## src/inc/ppf_pkg.sv

```systemverilog
// Purpose: shared constants and types for the protection protocol ends
// Assumes: 125 MHz system clock; messages arrive pre-parsed as codes
// Notes:   timer counts derive from nominal times and clock period
package ppf_pkg;
  localparam int unsigned CLK_PERIOD_NS   = 8;
  localparam int unsigned REQ_TIMEOUT_MS  = 1500;
  localparam int unsigned RST_TIMEOUT_MS  = 20000;
  localparam int unsigned GRD_TIMEOUT_MS  = 10000;
  localparam int unsigned REQ_CYCLES      = (REQ_TIMEOUT_MS * 1000000) / CLK_PERIOD_NS;
  localparam int unsigned RST_CYCLES      = (RST_TIMEOUT_MS / CLK_PERIOD_NS) * 1000000;
  localparam int unsigned GRD_CYCLES      = (GRD_TIMEOUT_MS / CLK_PERIOD_NS) * 1000000;
  localparam int          TMR_W           = 32;
  localparam int          SEQ_W           = 7;
  localparam logic [SEQ_W-1:0] SEQ_RESET  = 7'h00;

  // message codes on the link
  typedef enum logic [3:0] {
    PPF_MSG_NONE     = 4'h0,
    PPF_MSG_SO_REQ   = 4'h1,
    PPF_MSG_SO_COM   = 4'h2,
    PPF_MSG_OS_COM   = 4'h3,
    PPF_MSG_SO_ACK   = 4'h4,
    PPF_MSG_SO_REJ   = 4'h5,
    PPF_MSG_RST_COM  = 4'h6,
    PPF_MSG_RST_ACK  = 4'h7,
    PPF_MSG_PROT_ERR = 4'h8
  } ppf_msg_type;

  // protocol error causes
  localparam logic [3:0] CAUSE_CONTENT   = 4'h6;
  localparam logic [3:0] CAUSE_STATE     = 4'h8;

  // management indications from the access side
  typedef enum logic [3:0] {
    PPF_IND_NONE      = 4'h0,
    PPF_IND_SO_COM    = 4'h1,
    PPF_IND_OS_COM    = 4'h2,
    PPF_IND_SO_REJ    = 4'h3,
    PPF_IND_SO_ERR    = 4'h4,
    PPF_IND_RST_COM   = 4'h5,
    PPF_IND_RST_ERR   = 4'h6,
    PPF_IND_RST_IND   = 4'h7,
    PPF_IND_RST_ACK   = 4'h8,
    PPF_IND_PROT_ERR  = 4'h9
  } ppf_ind_type;

  typedef enum logic [2:0] {
    null_state                        = 3'b001,
    requested_by_access_network_state = 3'b010,
    requested_by_exchange_state       = 3'b100
  } ppf_state_type;
endpackage : ppf_pkg

```

## src/inc/ppf_link_if.sv

```systemverilog
// Purpose: message link between access-side and exchange-side entities
// Assumes: one message per valid cycle, same clock on both ends
// Notes:   ie_ok flags: length and codepoint checks of mandatory elements
`timescale 1ns/10ps
interface ppf_link_if;
  import ppf_pkg::*;
  logic        an_valid;
  ppf_msg_type an_msg;
  logic [3:0]  an_cause;
  logic [7:0]  an_diag;
  logic        le_valid;
  ppf_msg_type le_msg;
  logic        le_len_ok;
  logic        le_code_ok;
  logic [7:0]  le_ie_id;

  modport an_end (output an_valid, output an_msg, output an_cause, output an_diag,
                  input le_valid, input le_msg, input le_len_ok, input le_code_ok,
                  input le_ie_id);
  modport le_end (input an_valid, input an_msg, input an_cause, input an_diag,
                  output le_valid, output le_msg, output le_len_ok, output le_code_ok,
                  output le_ie_id);
endinterface : ppf_link_if

```

## src/rtl/ppf_an_end.sv

```systemverilog
// Purpose: access network protection protocol entity
// Assumes: one management request or link message per cycle, same clock
// Notes:   link messages take priority over management requests
`timescale 1ns/10ps
module ppf_an_end
  import ppf_pkg::*;
(
  input  wire logic        clock_i,
  input  wire logic        rst_i,
  ppf_link_if.an_end       link,
  input  wire logic        mgmt_ack_i,
  input  wire logic        mgmt_req_i,
  input  wire logic        mgmt_rej_i,
  input  wire logic        misalign_i,
  input  wire logic        seq_inc_s_i,
  input  wire logic        seq_inc_r_i,
  output ppf_state_type    state_o,
  output ppf_ind_type      ind_o,
  output logic             ind_valid_o,
  output logic [SEQ_W-1:0] send_sequence_variable_o,
  output logic [SEQ_W-1:0] receive_sequence_variable_o
);
  ppf_state_type    state_reg, state_next;
  logic [TMR_W-1:0] req_cnt_reg, rst_cnt_reg, grd_cnt_reg;
  logic             req_run_reg, rst_run_reg, grd_run_reg;
  logic             req_second_reg, rst_second_reg;
  logic [SEQ_W-1:0] vs_reg, vr_reg;
  logic             tx_valid_reg;
  ppf_msg_type      tx_msg_reg;
  logic [3:0]       tx_cause_reg;
  logic [7:0]       tx_diag_reg;
  ppf_ind_type      ind_reg;
  logic             ind_valid_reg;

  // decode of the current event
  wire logic rx        = link.le_valid;
  wire logic rx_bad    = rx && !(link.le_len_ok && link.le_code_ok);
  wire logic rx_good   = rx && !rx_bad;
  wire logic in_null   = (state_reg == null_state);
  wire logic in_anreq  = (state_reg == requested_by_access_network_state);
  wire logic in_lereq  = (state_reg == requested_by_exchange_state);
  wire logic req_exp   = req_run_reg && (req_cnt_reg == '0);
  wire logic rst_exp   = rst_run_reg && (rst_cnt_reg == '0);
  wire logic grd_exp   = grd_run_reg && (grd_cnt_reg == '0);
  wire logic rx_com    = rx_good && (link.le_msg == PPF_MSG_SO_COM);
  wire logic rx_os     = rx_good && (link.le_msg == PPF_MSG_OS_COM);
  wire logic rx_rej    = rx_good && (link.le_msg == PPF_MSG_SO_REJ);
  wire logic rx_rstc   = rx_good && (link.le_msg == PPF_MSG_RST_COM);
  wire logic rx_rsta   = rx_good && (link.le_msg == PPF_MSG_RST_ACK);
  wire logic rx_other  = rx_good && !(rx_com || rx_os || rx_rej || rx_rstc || rx_rsta);
  wire logic mg_any    = !rx && !misalign_i && (mgmt_ack_i || mgmt_req_i || mgmt_rej_i);
  wire logic mg_ack    = mg_any && mgmt_ack_i;
  wire logic mg_req    = mg_any && !mgmt_ack_i && mgmt_req_i;
  wire logic mg_rej    = mg_any && !mgmt_ack_i && !mgmt_req_i;
  wire logic ev_misal  = !rx && misalign_i;
  // unexpected: messages outside their states; stray management requests do nothing
  wire logic unexp     = ((rx_com || rx_os) && in_lereq)
                       || (rx_rej && !in_anreq)
                       || rx_other;
  wire logic prot_err  = rx_bad || unexp;
  wire logic send_err  = prot_err && !rst_run_reg;
  wire logic do_reset  = ev_misal || (rx_rstc && !prot_err);
  wire logic take_com  = (rx_com || rx_os) && !in_lereq;
  wire logic req_start = (mg_req && in_null) || (req_exp && in_anreq && !req_second_reg);
  wire logic req_stop  = do_reset || take_com || (rx_rej && in_anreq)
                       || (req_exp && req_second_reg) || (req_exp && !in_anreq);
  wire logic rst_start = ev_misal || (rst_exp && !rst_second_reg);

  always_comb begin
    state_next = state_reg;
    if (do_reset) begin
      state_next = null_state;
    end else if (take_com) begin
      state_next = requested_by_exchange_state;
    end else if ((rx_rej && in_anreq) || ((mg_ack || mg_rej) && in_lereq)) begin
      state_next = null_state;
    end else if (mg_req && in_null) begin
      state_next = requested_by_access_network_state;
    end else if (req_exp && in_anreq && req_second_reg) begin
      state_next = null_state;
    end
  end

  always_ff @(posedge clock_i or posedge rst_i) begin
    if (rst_i) begin
      state_reg <= null_state;
    end else begin
      state_reg <= state_next;
    end
  end

  // tick counters loaded with nominal count minus one; request and reset timers restart once at first expiry, guard timer one-shot
  always_ff @(posedge clock_i or posedge rst_i) begin
    if (rst_i) begin
      req_cnt_reg    <= '0;
      req_run_reg    <= 1'b0;
      req_second_reg <= 1'b0;
    end else if (req_stop) begin
      // a stop in the cycle of a first expiry must not restart the timer
      req_run_reg    <= 1'b0;
      req_second_reg <= 1'b0;
    end else if (req_start) begin
      req_cnt_reg    <= TMR_W'(REQ_CYCLES - 1);
      req_run_reg    <= 1'b1;
      req_second_reg <= !(mg_req && in_null);
    end else if (req_run_reg) begin
      req_cnt_reg    <= req_cnt_reg - TMR_W'(1);
    end
  end

  always_ff @(posedge clock_i or posedge rst_i) begin
    if (rst_i) begin
      rst_cnt_reg    <= '0;
      rst_run_reg    <= 1'b0;
      rst_second_reg <= 1'b0;
    end else if (rst_start) begin
      rst_cnt_reg    <= TMR_W'(RST_CYCLES - 1);
      rst_run_reg    <= 1'b1;
      rst_second_reg <= !ev_misal;
    end else if (rx_rsta || rst_exp) begin
      rst_run_reg    <= 1'b0;
      rst_second_reg <= 1'b0;
    end else if (rst_run_reg) begin
      rst_cnt_reg    <= rst_cnt_reg - TMR_W'(1);
    end
  end

  always_ff @(posedge clock_i or posedge rst_i) begin
    if (rst_i) begin
      grd_cnt_reg <= '0;
      grd_run_reg <= 1'b0;
    end else if (rx_rstc && !prot_err) begin
      grd_cnt_reg <= TMR_W'(GRD_CYCLES - 1);
      grd_run_reg <= 1'b1;
    end else if (grd_exp) begin
      grd_run_reg <= 1'b0;
    end else if (grd_run_reg) begin
      grd_cnt_reg <= grd_cnt_reg - TMR_W'(1);
    end
  end

  // sequence variables
  always_ff @(posedge clock_i or posedge rst_i) begin
    if (rst_i) begin
      vs_reg <= SEQ_RESET;
      vr_reg <= SEQ_RESET;
    end else if (do_reset || (rst_exp && !rst_second_reg)) begin
      vs_reg <= SEQ_RESET;
      vr_reg <= SEQ_RESET;
    end else begin
      vs_reg <= vs_reg + SEQ_W'(seq_inc_s_i);
      vr_reg <= vr_reg + SEQ_W'(seq_inc_r_i);
    end
  end

  // outgoing message and management indication
  always_ff @(posedge clock_i or posedge rst_i) begin
    if (rst_i) begin
      tx_valid_reg  <= 1'b0;
      tx_msg_reg    <= PPF_MSG_NONE;
      tx_cause_reg  <= 4'h0;
      tx_diag_reg   <= 8'h00;
      ind_reg       <= PPF_IND_NONE;
      ind_valid_reg <= 1'b0;
    end else begin
      tx_valid_reg  <= 1'b0;
      tx_msg_reg    <= PPF_MSG_NONE;
      tx_cause_reg  <= 4'h0;
      tx_diag_reg   <= 8'h00;
      ind_valid_reg <= 1'b0;
      ind_reg       <= PPF_IND_NONE;
      if (prot_err) begin
        ind_valid_reg <= 1'b1;
        ind_reg       <= PPF_IND_PROT_ERR;
        if (send_err) begin
          tx_valid_reg <= 1'b1;
          tx_msg_reg   <= PPF_MSG_PROT_ERR;
          tx_cause_reg <= rx_bad ? CAUSE_CONTENT : CAUSE_STATE;
          tx_diag_reg  <= rx_bad ? link.le_ie_id : {4'h0, link.le_msg};
        end
      end else if (ev_misal || (rst_exp && !rst_second_reg)) begin
        tx_valid_reg  <= 1'b1;
        tx_msg_reg    <= PPF_MSG_RST_COM;
        ind_valid_reg <= 1'b1;
        ind_reg       <= PPF_IND_RST_COM;
      end else if (rst_exp) begin
        ind_valid_reg <= 1'b1;
        ind_reg       <= PPF_IND_RST_ERR;
      end else if (rx_rstc) begin
        tx_valid_reg  <= 1'b1;
        tx_msg_reg    <= PPF_MSG_RST_ACK;
        ind_valid_reg <= 1'b1;
        ind_reg       <= PPF_IND_RST_IND;
      end else if (rx_rsta) begin
        ind_valid_reg <= 1'b1;
        ind_reg       <= PPF_IND_RST_ACK;
      end else if (take_com) begin
        ind_valid_reg <= 1'b1;
        ind_reg       <= rx_os ? PPF_IND_OS_COM : PPF_IND_SO_COM;
      end else if (rx_rej) begin
        ind_valid_reg <= 1'b1;
        ind_reg       <= PPF_IND_SO_REJ;
      end else if ((mg_ack || mg_rej) && in_lereq) begin
        tx_valid_reg  <= 1'b1;
        tx_msg_reg    <= mg_ack ? PPF_MSG_SO_ACK : PPF_MSG_SO_REJ;
      end else if (req_start) begin
        tx_valid_reg  <= 1'b1;
        tx_msg_reg    <= PPF_MSG_SO_REQ;
      end else if (req_exp && in_anreq) begin
        ind_valid_reg <= 1'b1;
        ind_reg       <= PPF_IND_SO_ERR;
      end
    end
  end

  assign link.an_valid               = tx_valid_reg;
  assign link.an_msg                 = tx_msg_reg;
  assign link.an_cause               = tx_cause_reg;
  assign link.an_diag                = tx_diag_reg;
  assign state_o                     = state_reg;
  assign ind_o                       = ind_reg;
  assign ind_valid_o                 = ind_valid_reg;
  assign send_sequence_variable_o    = vs_reg;
  assign receive_sequence_variable_o = vr_reg;
endmodule : ppf_an_end

```

## src/flat_wrapper.sv

```systemverilog
// flat-port wrapper written by rule: the top's interface ports become plain ports
module ppf_an_end_flat import ppf_pkg::*;
  (clock_i, rst_i, mgmt_ack_i, mgmt_req_i, mgmt_rej_i, misalign_i, seq_inc_s_i, seq_inc_r_i, state_o, ind_o, ind_valid_o, send_sequence_variable_o, receive_sequence_variable_o, link_an_valid, link_an_msg, link_an_cause, link_an_diag, link_le_valid, link_le_msg, link_le_len_ok, link_le_code_ok, link_le_ie_id);
  ppf_link_if link_i ();
  input  wire logic clock_i;
  input  wire logic rst_i;
  input  wire logic mgmt_ack_i;
  input  wire logic mgmt_req_i;
  input  wire logic mgmt_rej_i;
  input  wire logic misalign_i;
  input  wire logic seq_inc_s_i;
  input  wire logic seq_inc_r_i;
  output ppf_state_type state_o;
  output ppf_ind_type ind_o;
  output logic ind_valid_o;
  output logic [SEQ_W-1:0] send_sequence_variable_o;
  output logic [SEQ_W-1:0] receive_sequence_variable_o;
  output wire logic [$bits(link_i.an_valid)-1:0] link_an_valid;
  output wire logic [$bits(link_i.an_msg)-1:0] link_an_msg;
  output wire logic [$bits(link_i.an_cause)-1:0] link_an_cause;
  output wire logic [$bits(link_i.an_diag)-1:0] link_an_diag;
  input wire logic [$bits(link_i.le_valid)-1:0] link_le_valid;
  input wire logic [$bits(link_i.le_msg)-1:0] link_le_msg;
  input wire logic [$bits(link_i.le_len_ok)-1:0] link_le_len_ok;
  input wire logic [$bits(link_i.le_code_ok)-1:0] link_le_code_ok;
  input wire logic [$bits(link_i.le_ie_id)-1:0] link_le_ie_id;
  assign link_an_valid = link_i.an_valid;
  assign link_an_msg = link_i.an_msg;
  assign link_an_cause = link_i.an_cause;
  assign link_an_diag = link_i.an_diag;
  assign link_i.le_valid = link_le_valid;
  assign link_i.le_msg = link_le_msg;
  assign link_i.le_len_ok = link_le_len_ok;
  assign link_i.le_code_ok = link_le_code_ok;
  assign link_i.le_ie_id = link_le_ie_id;
  ppf_an_end u_core (.clock_i(clock_i), .rst_i(rst_i), .link(link_i), .mgmt_ack_i(mgmt_ack_i), .mgmt_req_i(mgmt_req_i), .mgmt_rej_i(mgmt_rej_i), .misalign_i(misalign_i), .seq_inc_s_i(seq_inc_s_i), .seq_inc_r_i(seq_inc_r_i), .state_o(state_o), .ind_o(ind_o), .ind_valid_o(ind_valid_o), .send_sequence_variable_o(send_sequence_variable_o), .receive_sequence_variable_o(receive_sequence_variable_o));
endmodule
```

## config.mk

```make
export PLATFORM = sky130hd
export DESIGN_NAME = ppf_an_end_flat
export DESIGN_NICKNAME = d
export VERILOG_FILES = /design/src/inc/ppf_pkg.sv /design/src/inc/ppf_link_if.sv /design/src/rtl/ppf_an_end.sv /design/src/flat_wrapper.sv
export SDC_FILE = /design/constraint.sdc
export NUM_CORES = 1
export LEC_CHECK = 0
export BUFFER_PORTS_ARGS = -buffer_cell sky130_fd_sc_hd__buf_4
export CAP_MARGIN = 10
export CORE_ASPECT_RATIO = 0.9
export CORE_UTILIZATION = 53
export DETAILED_ROUTE_END_ITERATION = 6
export GPL_TIMING_DRIVEN = 1
export PLACE_DENSITY = 0.86
export SKIP_CTS_REPAIR_TIMING = 1
export SLEW_MARGIN = 20
export SYNTH_ARGS = -nofsm -noshare
export SYNTH_HDL_FRONTEND = slang
export SYNTH_SLANG_ARGS = --single-unit
```

## constraint.sdc

```tcl
create_clock -name clock_i -period 3.06 [get_ports clock_i]
set_clock_uncertainty 0.05 [all_clocks]
set_input_delay 0.153 -clock clock_i [delete_from_list [all_inputs] [get_ports clock_i]]
set_output_delay 0.153 -clock clock_i [all_outputs]
set_load 0.03 [all_outputs]
```

Word level (Yosys, flattened, before mapping)
Index checks and enable logic that the tools add are counted.
- word-level logic and storage cells: 172
- output and inout bits: 39
- register bits after elaboration: 107
- bits of input ports: 23
- reduce and logical (&&, ||, !) cells: 76
- bitwise gates (word level): 1
- equal/unequal tests: 9
- mux-type cells: 67
- add/subtract/negate cells: 4
- operators by type and width (operator ; count):
    $mux W32 ; 5
    $mux W4 ; 21
    $logic_not A32 Y1 ; 2
    $sub A32 B1 Y32 const B ; 2
    $logic_and A1 B1 Y1 ; 32
    $mux W1 ; 29
    $mux W8 ; 3
    $logic_or A1 B1 Y1 ; 20
    $mux W3 ; 6
    $logic_not A1 Y1 ; 15
    $add A7 B1 Y7 ; 2
    $mux W7 ; 2
    $eq A4 B3 Y1 const B ; 3
    $eq A4 B2 Y1 const B ; 2
    $reduce_bool A2 Y1 ; 4
    $reduce_bool A5 Y1 ; 1
    $reduce_and A2 Y1 ; 2
    $eq A3 B1 Y1 const B ; 1
    $eq A3 B2 Y1 const B ; 1
    $eq A3 B3 Y1 const B ; 1
    $mux W2 ; 1
    $ne A2 B1 Y1 const B ; 1
    $not A1 Y1 ; 1

Longest topological paths before layout
- word-level depth: 23
- depth in mapped cells: 10
- gate-level depth less buffers: 8

Worst setup path before layout
OpenSTA, ideal clock, no wires.
- path type: register -> register
- start: register u_core.state_reg[2], in the netlist u_core.state_o[2]
- end: register u_core.req_cnt_reg[31]
- buffers on the path: 0
- setup slack: 657 ps
- required time: 2932 ps
- arrival: 2276 ps
- period minus slack after synthesis: 2403 ps
- setup time: 78 ps
- stages on the path, launching flop included: 7
- cells stage by stage: dfrtp_1 or3b_1 nor2_1 o31ai_2 or4_4 or4_1 a21oi_1
- word-level cells in the longest chain between the ends: 15
- elaborated cells between the ends (all ways): 28
- classes of those cells: eq/ne (3); mux (1); bitwise (1); reduce/logical (23)
- ends and longest elaborated chain (item ; line ; source):
    from (decl) ; ppf_an_end.sv:23 ; ppf_state_type state_reg, state_next;
    from (signal assigned) ; ppf_an_end.sv:86 ; state_reg <= null_state;
    from (signal assigned) ; ppf_an_end.sv:88 ; state_reg <= state_next;
    $eq A3 B2 Y1 ; ppf_an_end.sv:40 ; wire logic in_anreq = (state_reg == requested_by_access_network_state);
    $logic_not A1 Y1 ; ppf_an_end.sv:58, ppf_an_end.sv:66 ;
    $logic_and A1 B1 Y1 ; ppf_an_end.sv:58 ; || (rx_rej && !in_anreq)
    $logic_or A1 B1 Y1 ; ppf_an_end.sv:58 ;
    $logic_or A1 B1 Y1 ; ppf_an_end.sv:59 ; || rx_other;
    $logic_or A1 B1 Y1 ; ppf_an_end.sv:60 ; wire logic prot_err = rx_bad || unexp;
    $logic_not A1 Y1 ; ppf_an_end.sv:62 ; wire logic do_reset = ev_misal || (rx_rstc && !prot_err);
    $logic_and A1 B1 Y1 ; ppf_an_end.sv:62 ;
    $logic_or A1 B1 Y1 ; ppf_an_end.sv:62 ;
    $logic_or A1 B1 Y1 (2 in series) ; ppf_an_end.sv:65 ; wire logic req_stop = do_reset || take_com || (rx_rej && in_anreq)
    $logic_or A1 B1 Y1 (2 in series) ; ppf_an_end.sv:66 ; || (req_exp && req_second_reg) || (req_exp && !in_anreq);
    $not A1 Y1 (no line) ; - ;
    $reduce_and A2 Y1 (no line) ; - ;
    to (signal assigned) ; ppf_an_end.sv:103 ; req_cnt_reg <= TMR_W'(REQ_CYCLES - 1);
    to (signal assigned) ; ppf_an_end.sv:107 ; req_cnt_reg <= req_cnt_reg - TMR_W'(1);
    to (decl) ; ppf_an_end.sv:24 ; logic [TMR_W-1:0] req_cnt_reg, rst_cnt_reg, grd_cnt_reg;
Several ways; a longest one is shown, not always the timed one.
A chain may end at the register's enable or synchronous reset.

Worst setup path after layout
- start: register u_core.rst_cnt_reg[25]
- end: register u_core.rst_cnt_reg[4]
- word-level cells in the longest chain between the ends: 6
- elaborated cells between the ends (all ways): 9
- classes of those cells: eq/ne (1); mux (1); reduce/logical (7)
- ends and longest elaborated chain (item ; line ; source):
    from (decl) ; ppf_an_end.sv:24 ;
    from (signal assigned) ; ppf_an_end.sv:117 ; rst_cnt_reg <= TMR_W'(RST_CYCLES - 1);
    from (signal assigned) ; ppf_an_end.sv:124 ; rst_cnt_reg <= rst_cnt_reg - TMR_W'(1);
    $logic_not A32 Y1 * ; ppf_an_end.sv:43 ; wire logic rst_exp = rst_run_reg && (rst_cnt_reg == '0);
    $logic_and A1 B1 Y1 * ; ppf_an_end.sv:43 ;
    $logic_and A1 B1 Y1 ; ppf_an_end.sv:67 ; wire logic rst_start = ev_misal || (rst_exp && !rst_second_reg);
    $logic_or A1 B1 Y1 ; ppf_an_end.sv:67 ;
    $ne A2 B1 Y1 (no line) or $reduce_bool A2 Y1 (tied branches) ; - ;
    $reduce_and A2 Y1 (no line) ; - ;
Mark *: on every way between the ends. The rest lies on a longest branch, timed or not.

==> impl_metrics.tcl <==
set metrics [dict create \
    run_status "finished clean" \
    grt_max_degree 60 \
    cellPowerDensity_nw_per_um2 515.8 \
    placementRows 34 \
    overflow 0 \
    critPathMaxFanout 13 \
    crit_path_end_kind "register" \
    async_flop_share_pct 100.0 \
    grt_usage_pct 24.23 \
    criticalPathCategory "reg2reg" \
    routed_wl_um 12690 \
    met3_usage_pct 4.894 \
    hold_viol 0 \
    rsz0062_at_grt "no" \
    synth_cell_type_count 65 \
    yosys_warnings 0 \
    cts_root_buf "clkbuf_16" \
    start_kind "register" \
    drc_errors 0 \
    cts_tree "built" \
    synth_edf_count 0 \
    slowest_delay_ns 0.55 \
    drv_cap 0 \
    dpl.hpwl_um 8922 \
    drtPass1Iterations 5 \
    antenna_left 0 \
    finalSetupViolations 0 \
    grt_use_met1_pct 32.68 \
    synthCells 565 \
    min_path_type "in2reg" \
    fillCellCount 720 \
    synth_top_area_share_pct 47.32 \
    first_iter_violations 342 \
    wire_per_inst_um 16.63 \
    p_leak_nw 2.671 \
    clockBufferDepth 2 \
    yosysTopAreaCell "dfrtp_1" \
    place_area_um2 6096 \
    clkTransAtPathRegs_ns 0.08 \
    final_common_cell "dfrtp_1" \
    busiest_layer "met2" \
    postSynthAreaPerCell_um2 9.735 \
    grt_pass1_wl_um 20640 \
    globalplace.congestion 0.8635 \
    antenna_cells 0 \
    fin_crit_sh_pct 89.05 \
    met2_usage_pct 38.95 \
    fin_util_pct 65.16 \
    cp.required_ns 3.29 \
    netlist_area_um2 5500 \
    fp.dieW_um 109.4 \
    htree_levels 3 \
    area_growth_syn_to_layout_pct 16.92 \
    ys.flop_type "dfrtp_1" \
    worstSkewPairLatency_ns 0.35 \
    fp.coreArea_um2 9869 \
    initial_core_util_pct 55.73 \
    layout-drive-gt1-share_pct 18.84 \
    vias 4567 \
    vias_per_cell 5.986 \
    cts_buffers 9 \
    tightest_slew_ns 0.8819 \
    slowest_stage "or4_4" \
    die-height_um 98.65 \
    clkSinkCount 105 \
    io_pins 62 \
    reg2reg_slack_ns 0.34 \
    ys_ff_latch 105 \
    slew_viol_final 0 \
    yosysSeqAreaShare_pct 47.79 \
    synth_fp_nets 595 \
    irDropWorstVdd_v 0.0003859 \
    io_buffers 60 \
    antenna_found_initial 0 \
    nNetsFinal 662 \
    final_cell_mix "dfrtp_1 (104), buf_4 (78), nor2_1 (71)" \
    min_period_ns 2.725 \
    synth_area_leaders "dfrtp_1 (47%), xnor2_1 (6.8%), nor2_1 (4.8%)" \
    arrival_ns 2.96 \
    slew_headroom_pct 40.99 \
    cp_cell_sequence "or4_4, or4_4, nand4bb_1, buf_4, nor2_4, nor2_1, buf_4, nand2_1" \
    fmaxAchievable_mhz 367.0 \
    die-area_um2 10790 \
    finalInstanceArea_um2 6431 \
    fin_setup_tns_ns 0 \
    grt_pass1_vias 4360 \
]
[routing by layer]
metal	wire length, um	vias up
li1	-	2119
met1	5483	2203
met2	5996	213
met3	976	32
met4	234	0
met5	0	-
[kinds of logic after synthesis]
kind of cell / count (synthesis) / synth area share, %
compound gates: 49 / 6.756
xor+xnor: 65 / 10.35
fa+ha+maj: 7 / 1.592
buf+inv: 38 / 3.480
flops: 105 / 47.79
mux: 4 / 0.7280
other cells: 1 / 0.06818
simple gates: 296 / 29.23
[synthesized netlist by cell type, drive strengths merged (11+ instances only)]
cell / n
dfrtp: 104
nor2: 73
nand2: 51
xnor2: 43
nor3: 34
nor4: 28
nand3: 23
xor2: 22
buf: 16
o21ai: 13
and2: 12
nand4: 12
or3: 12
clkbuf: 11
inv: 11
[layout make-up]
class                      count  area [um2]  share of cell area [%]
sequential                   105        2629                   40.88
timing repair buffer          83       635.6                   9.883
inverter                      11       43.79                  0.6809
multi-input combinational    422        2680                   41.67
tap                          126       157.7                   2.451
clock inverter                 7       60.06                  0.9339
clock buffer                   9       225.2                   3.502
[worst paths after layout]
check                      depth (start not counted)                                from                            endpoint
min in group asynchronous                          3                               rst_i  u_core.req_cnt_reg[16]$_DFFE_PP0P_
setup / recovery                                   8  u_core.rst_cnt_reg[25]$_DFFE_PP0P_   u_core.rst_cnt_reg[4]$_DFFE_PP0P_
max in group asynchronous                          4                               rst_i     u_core.link.an_msg[2]$_DFF_PP0_
hold reg to reg                                    1   u_core.req_cnt_reg[0]$_DFFE_PP0P_   u_core.req_cnt_reg[0]$_DFFE_PP0P_
setup reg to reg                                   8  u_core.rst_cnt_reg[25]$_DFFE_PP0P_   u_core.rst_cnt_reg[4]$_DFFE_PP0P_
hold / removal                                     3                    link_le_ie_id[1]    u_core.link.an_diag[1]$_DFF_PP0_
[critical path: cells and delay by family, from the launching register on]
family,cells,cell delay [ns]
buffers and inverters,2,0.48
flip-flops,1,0.42
AND/OR/NAND/NOR,6,1.71
[stage by stage]
stage | hold slack, ns | instances | power [W] | setup WS, ns
after detailed placement | 0.2679 | 742 | 0.002219 | 0.3629
after global placement | 0.2711 | 742 | 0.002187 | 0.4596
final | 0.06731 | 763 | 0.003317 | 0.3351
after CTS | -0.1009 | 758 | 0.003330 | 0.3460
after global routing | 0.07606 | 763 | 0.003458 | 0.1261
after floorplan | 0.2316 | 565 | 0.002010 | 0.09811
[power breakdown]
| part | total [W] | internal, W | leakage, nW | switching, W |
|---|---|---|---|---|
| registers | 0.00161 | 0.00150 | 1.29 | 0.000109 |
| clock network | 0.00110 | 0.000566 | 0.136 | 0.000538 |
| logic | 0.000608 | 0.000228 | 1.25 | 0.000380 |
(Power assumes the default switching activity.)
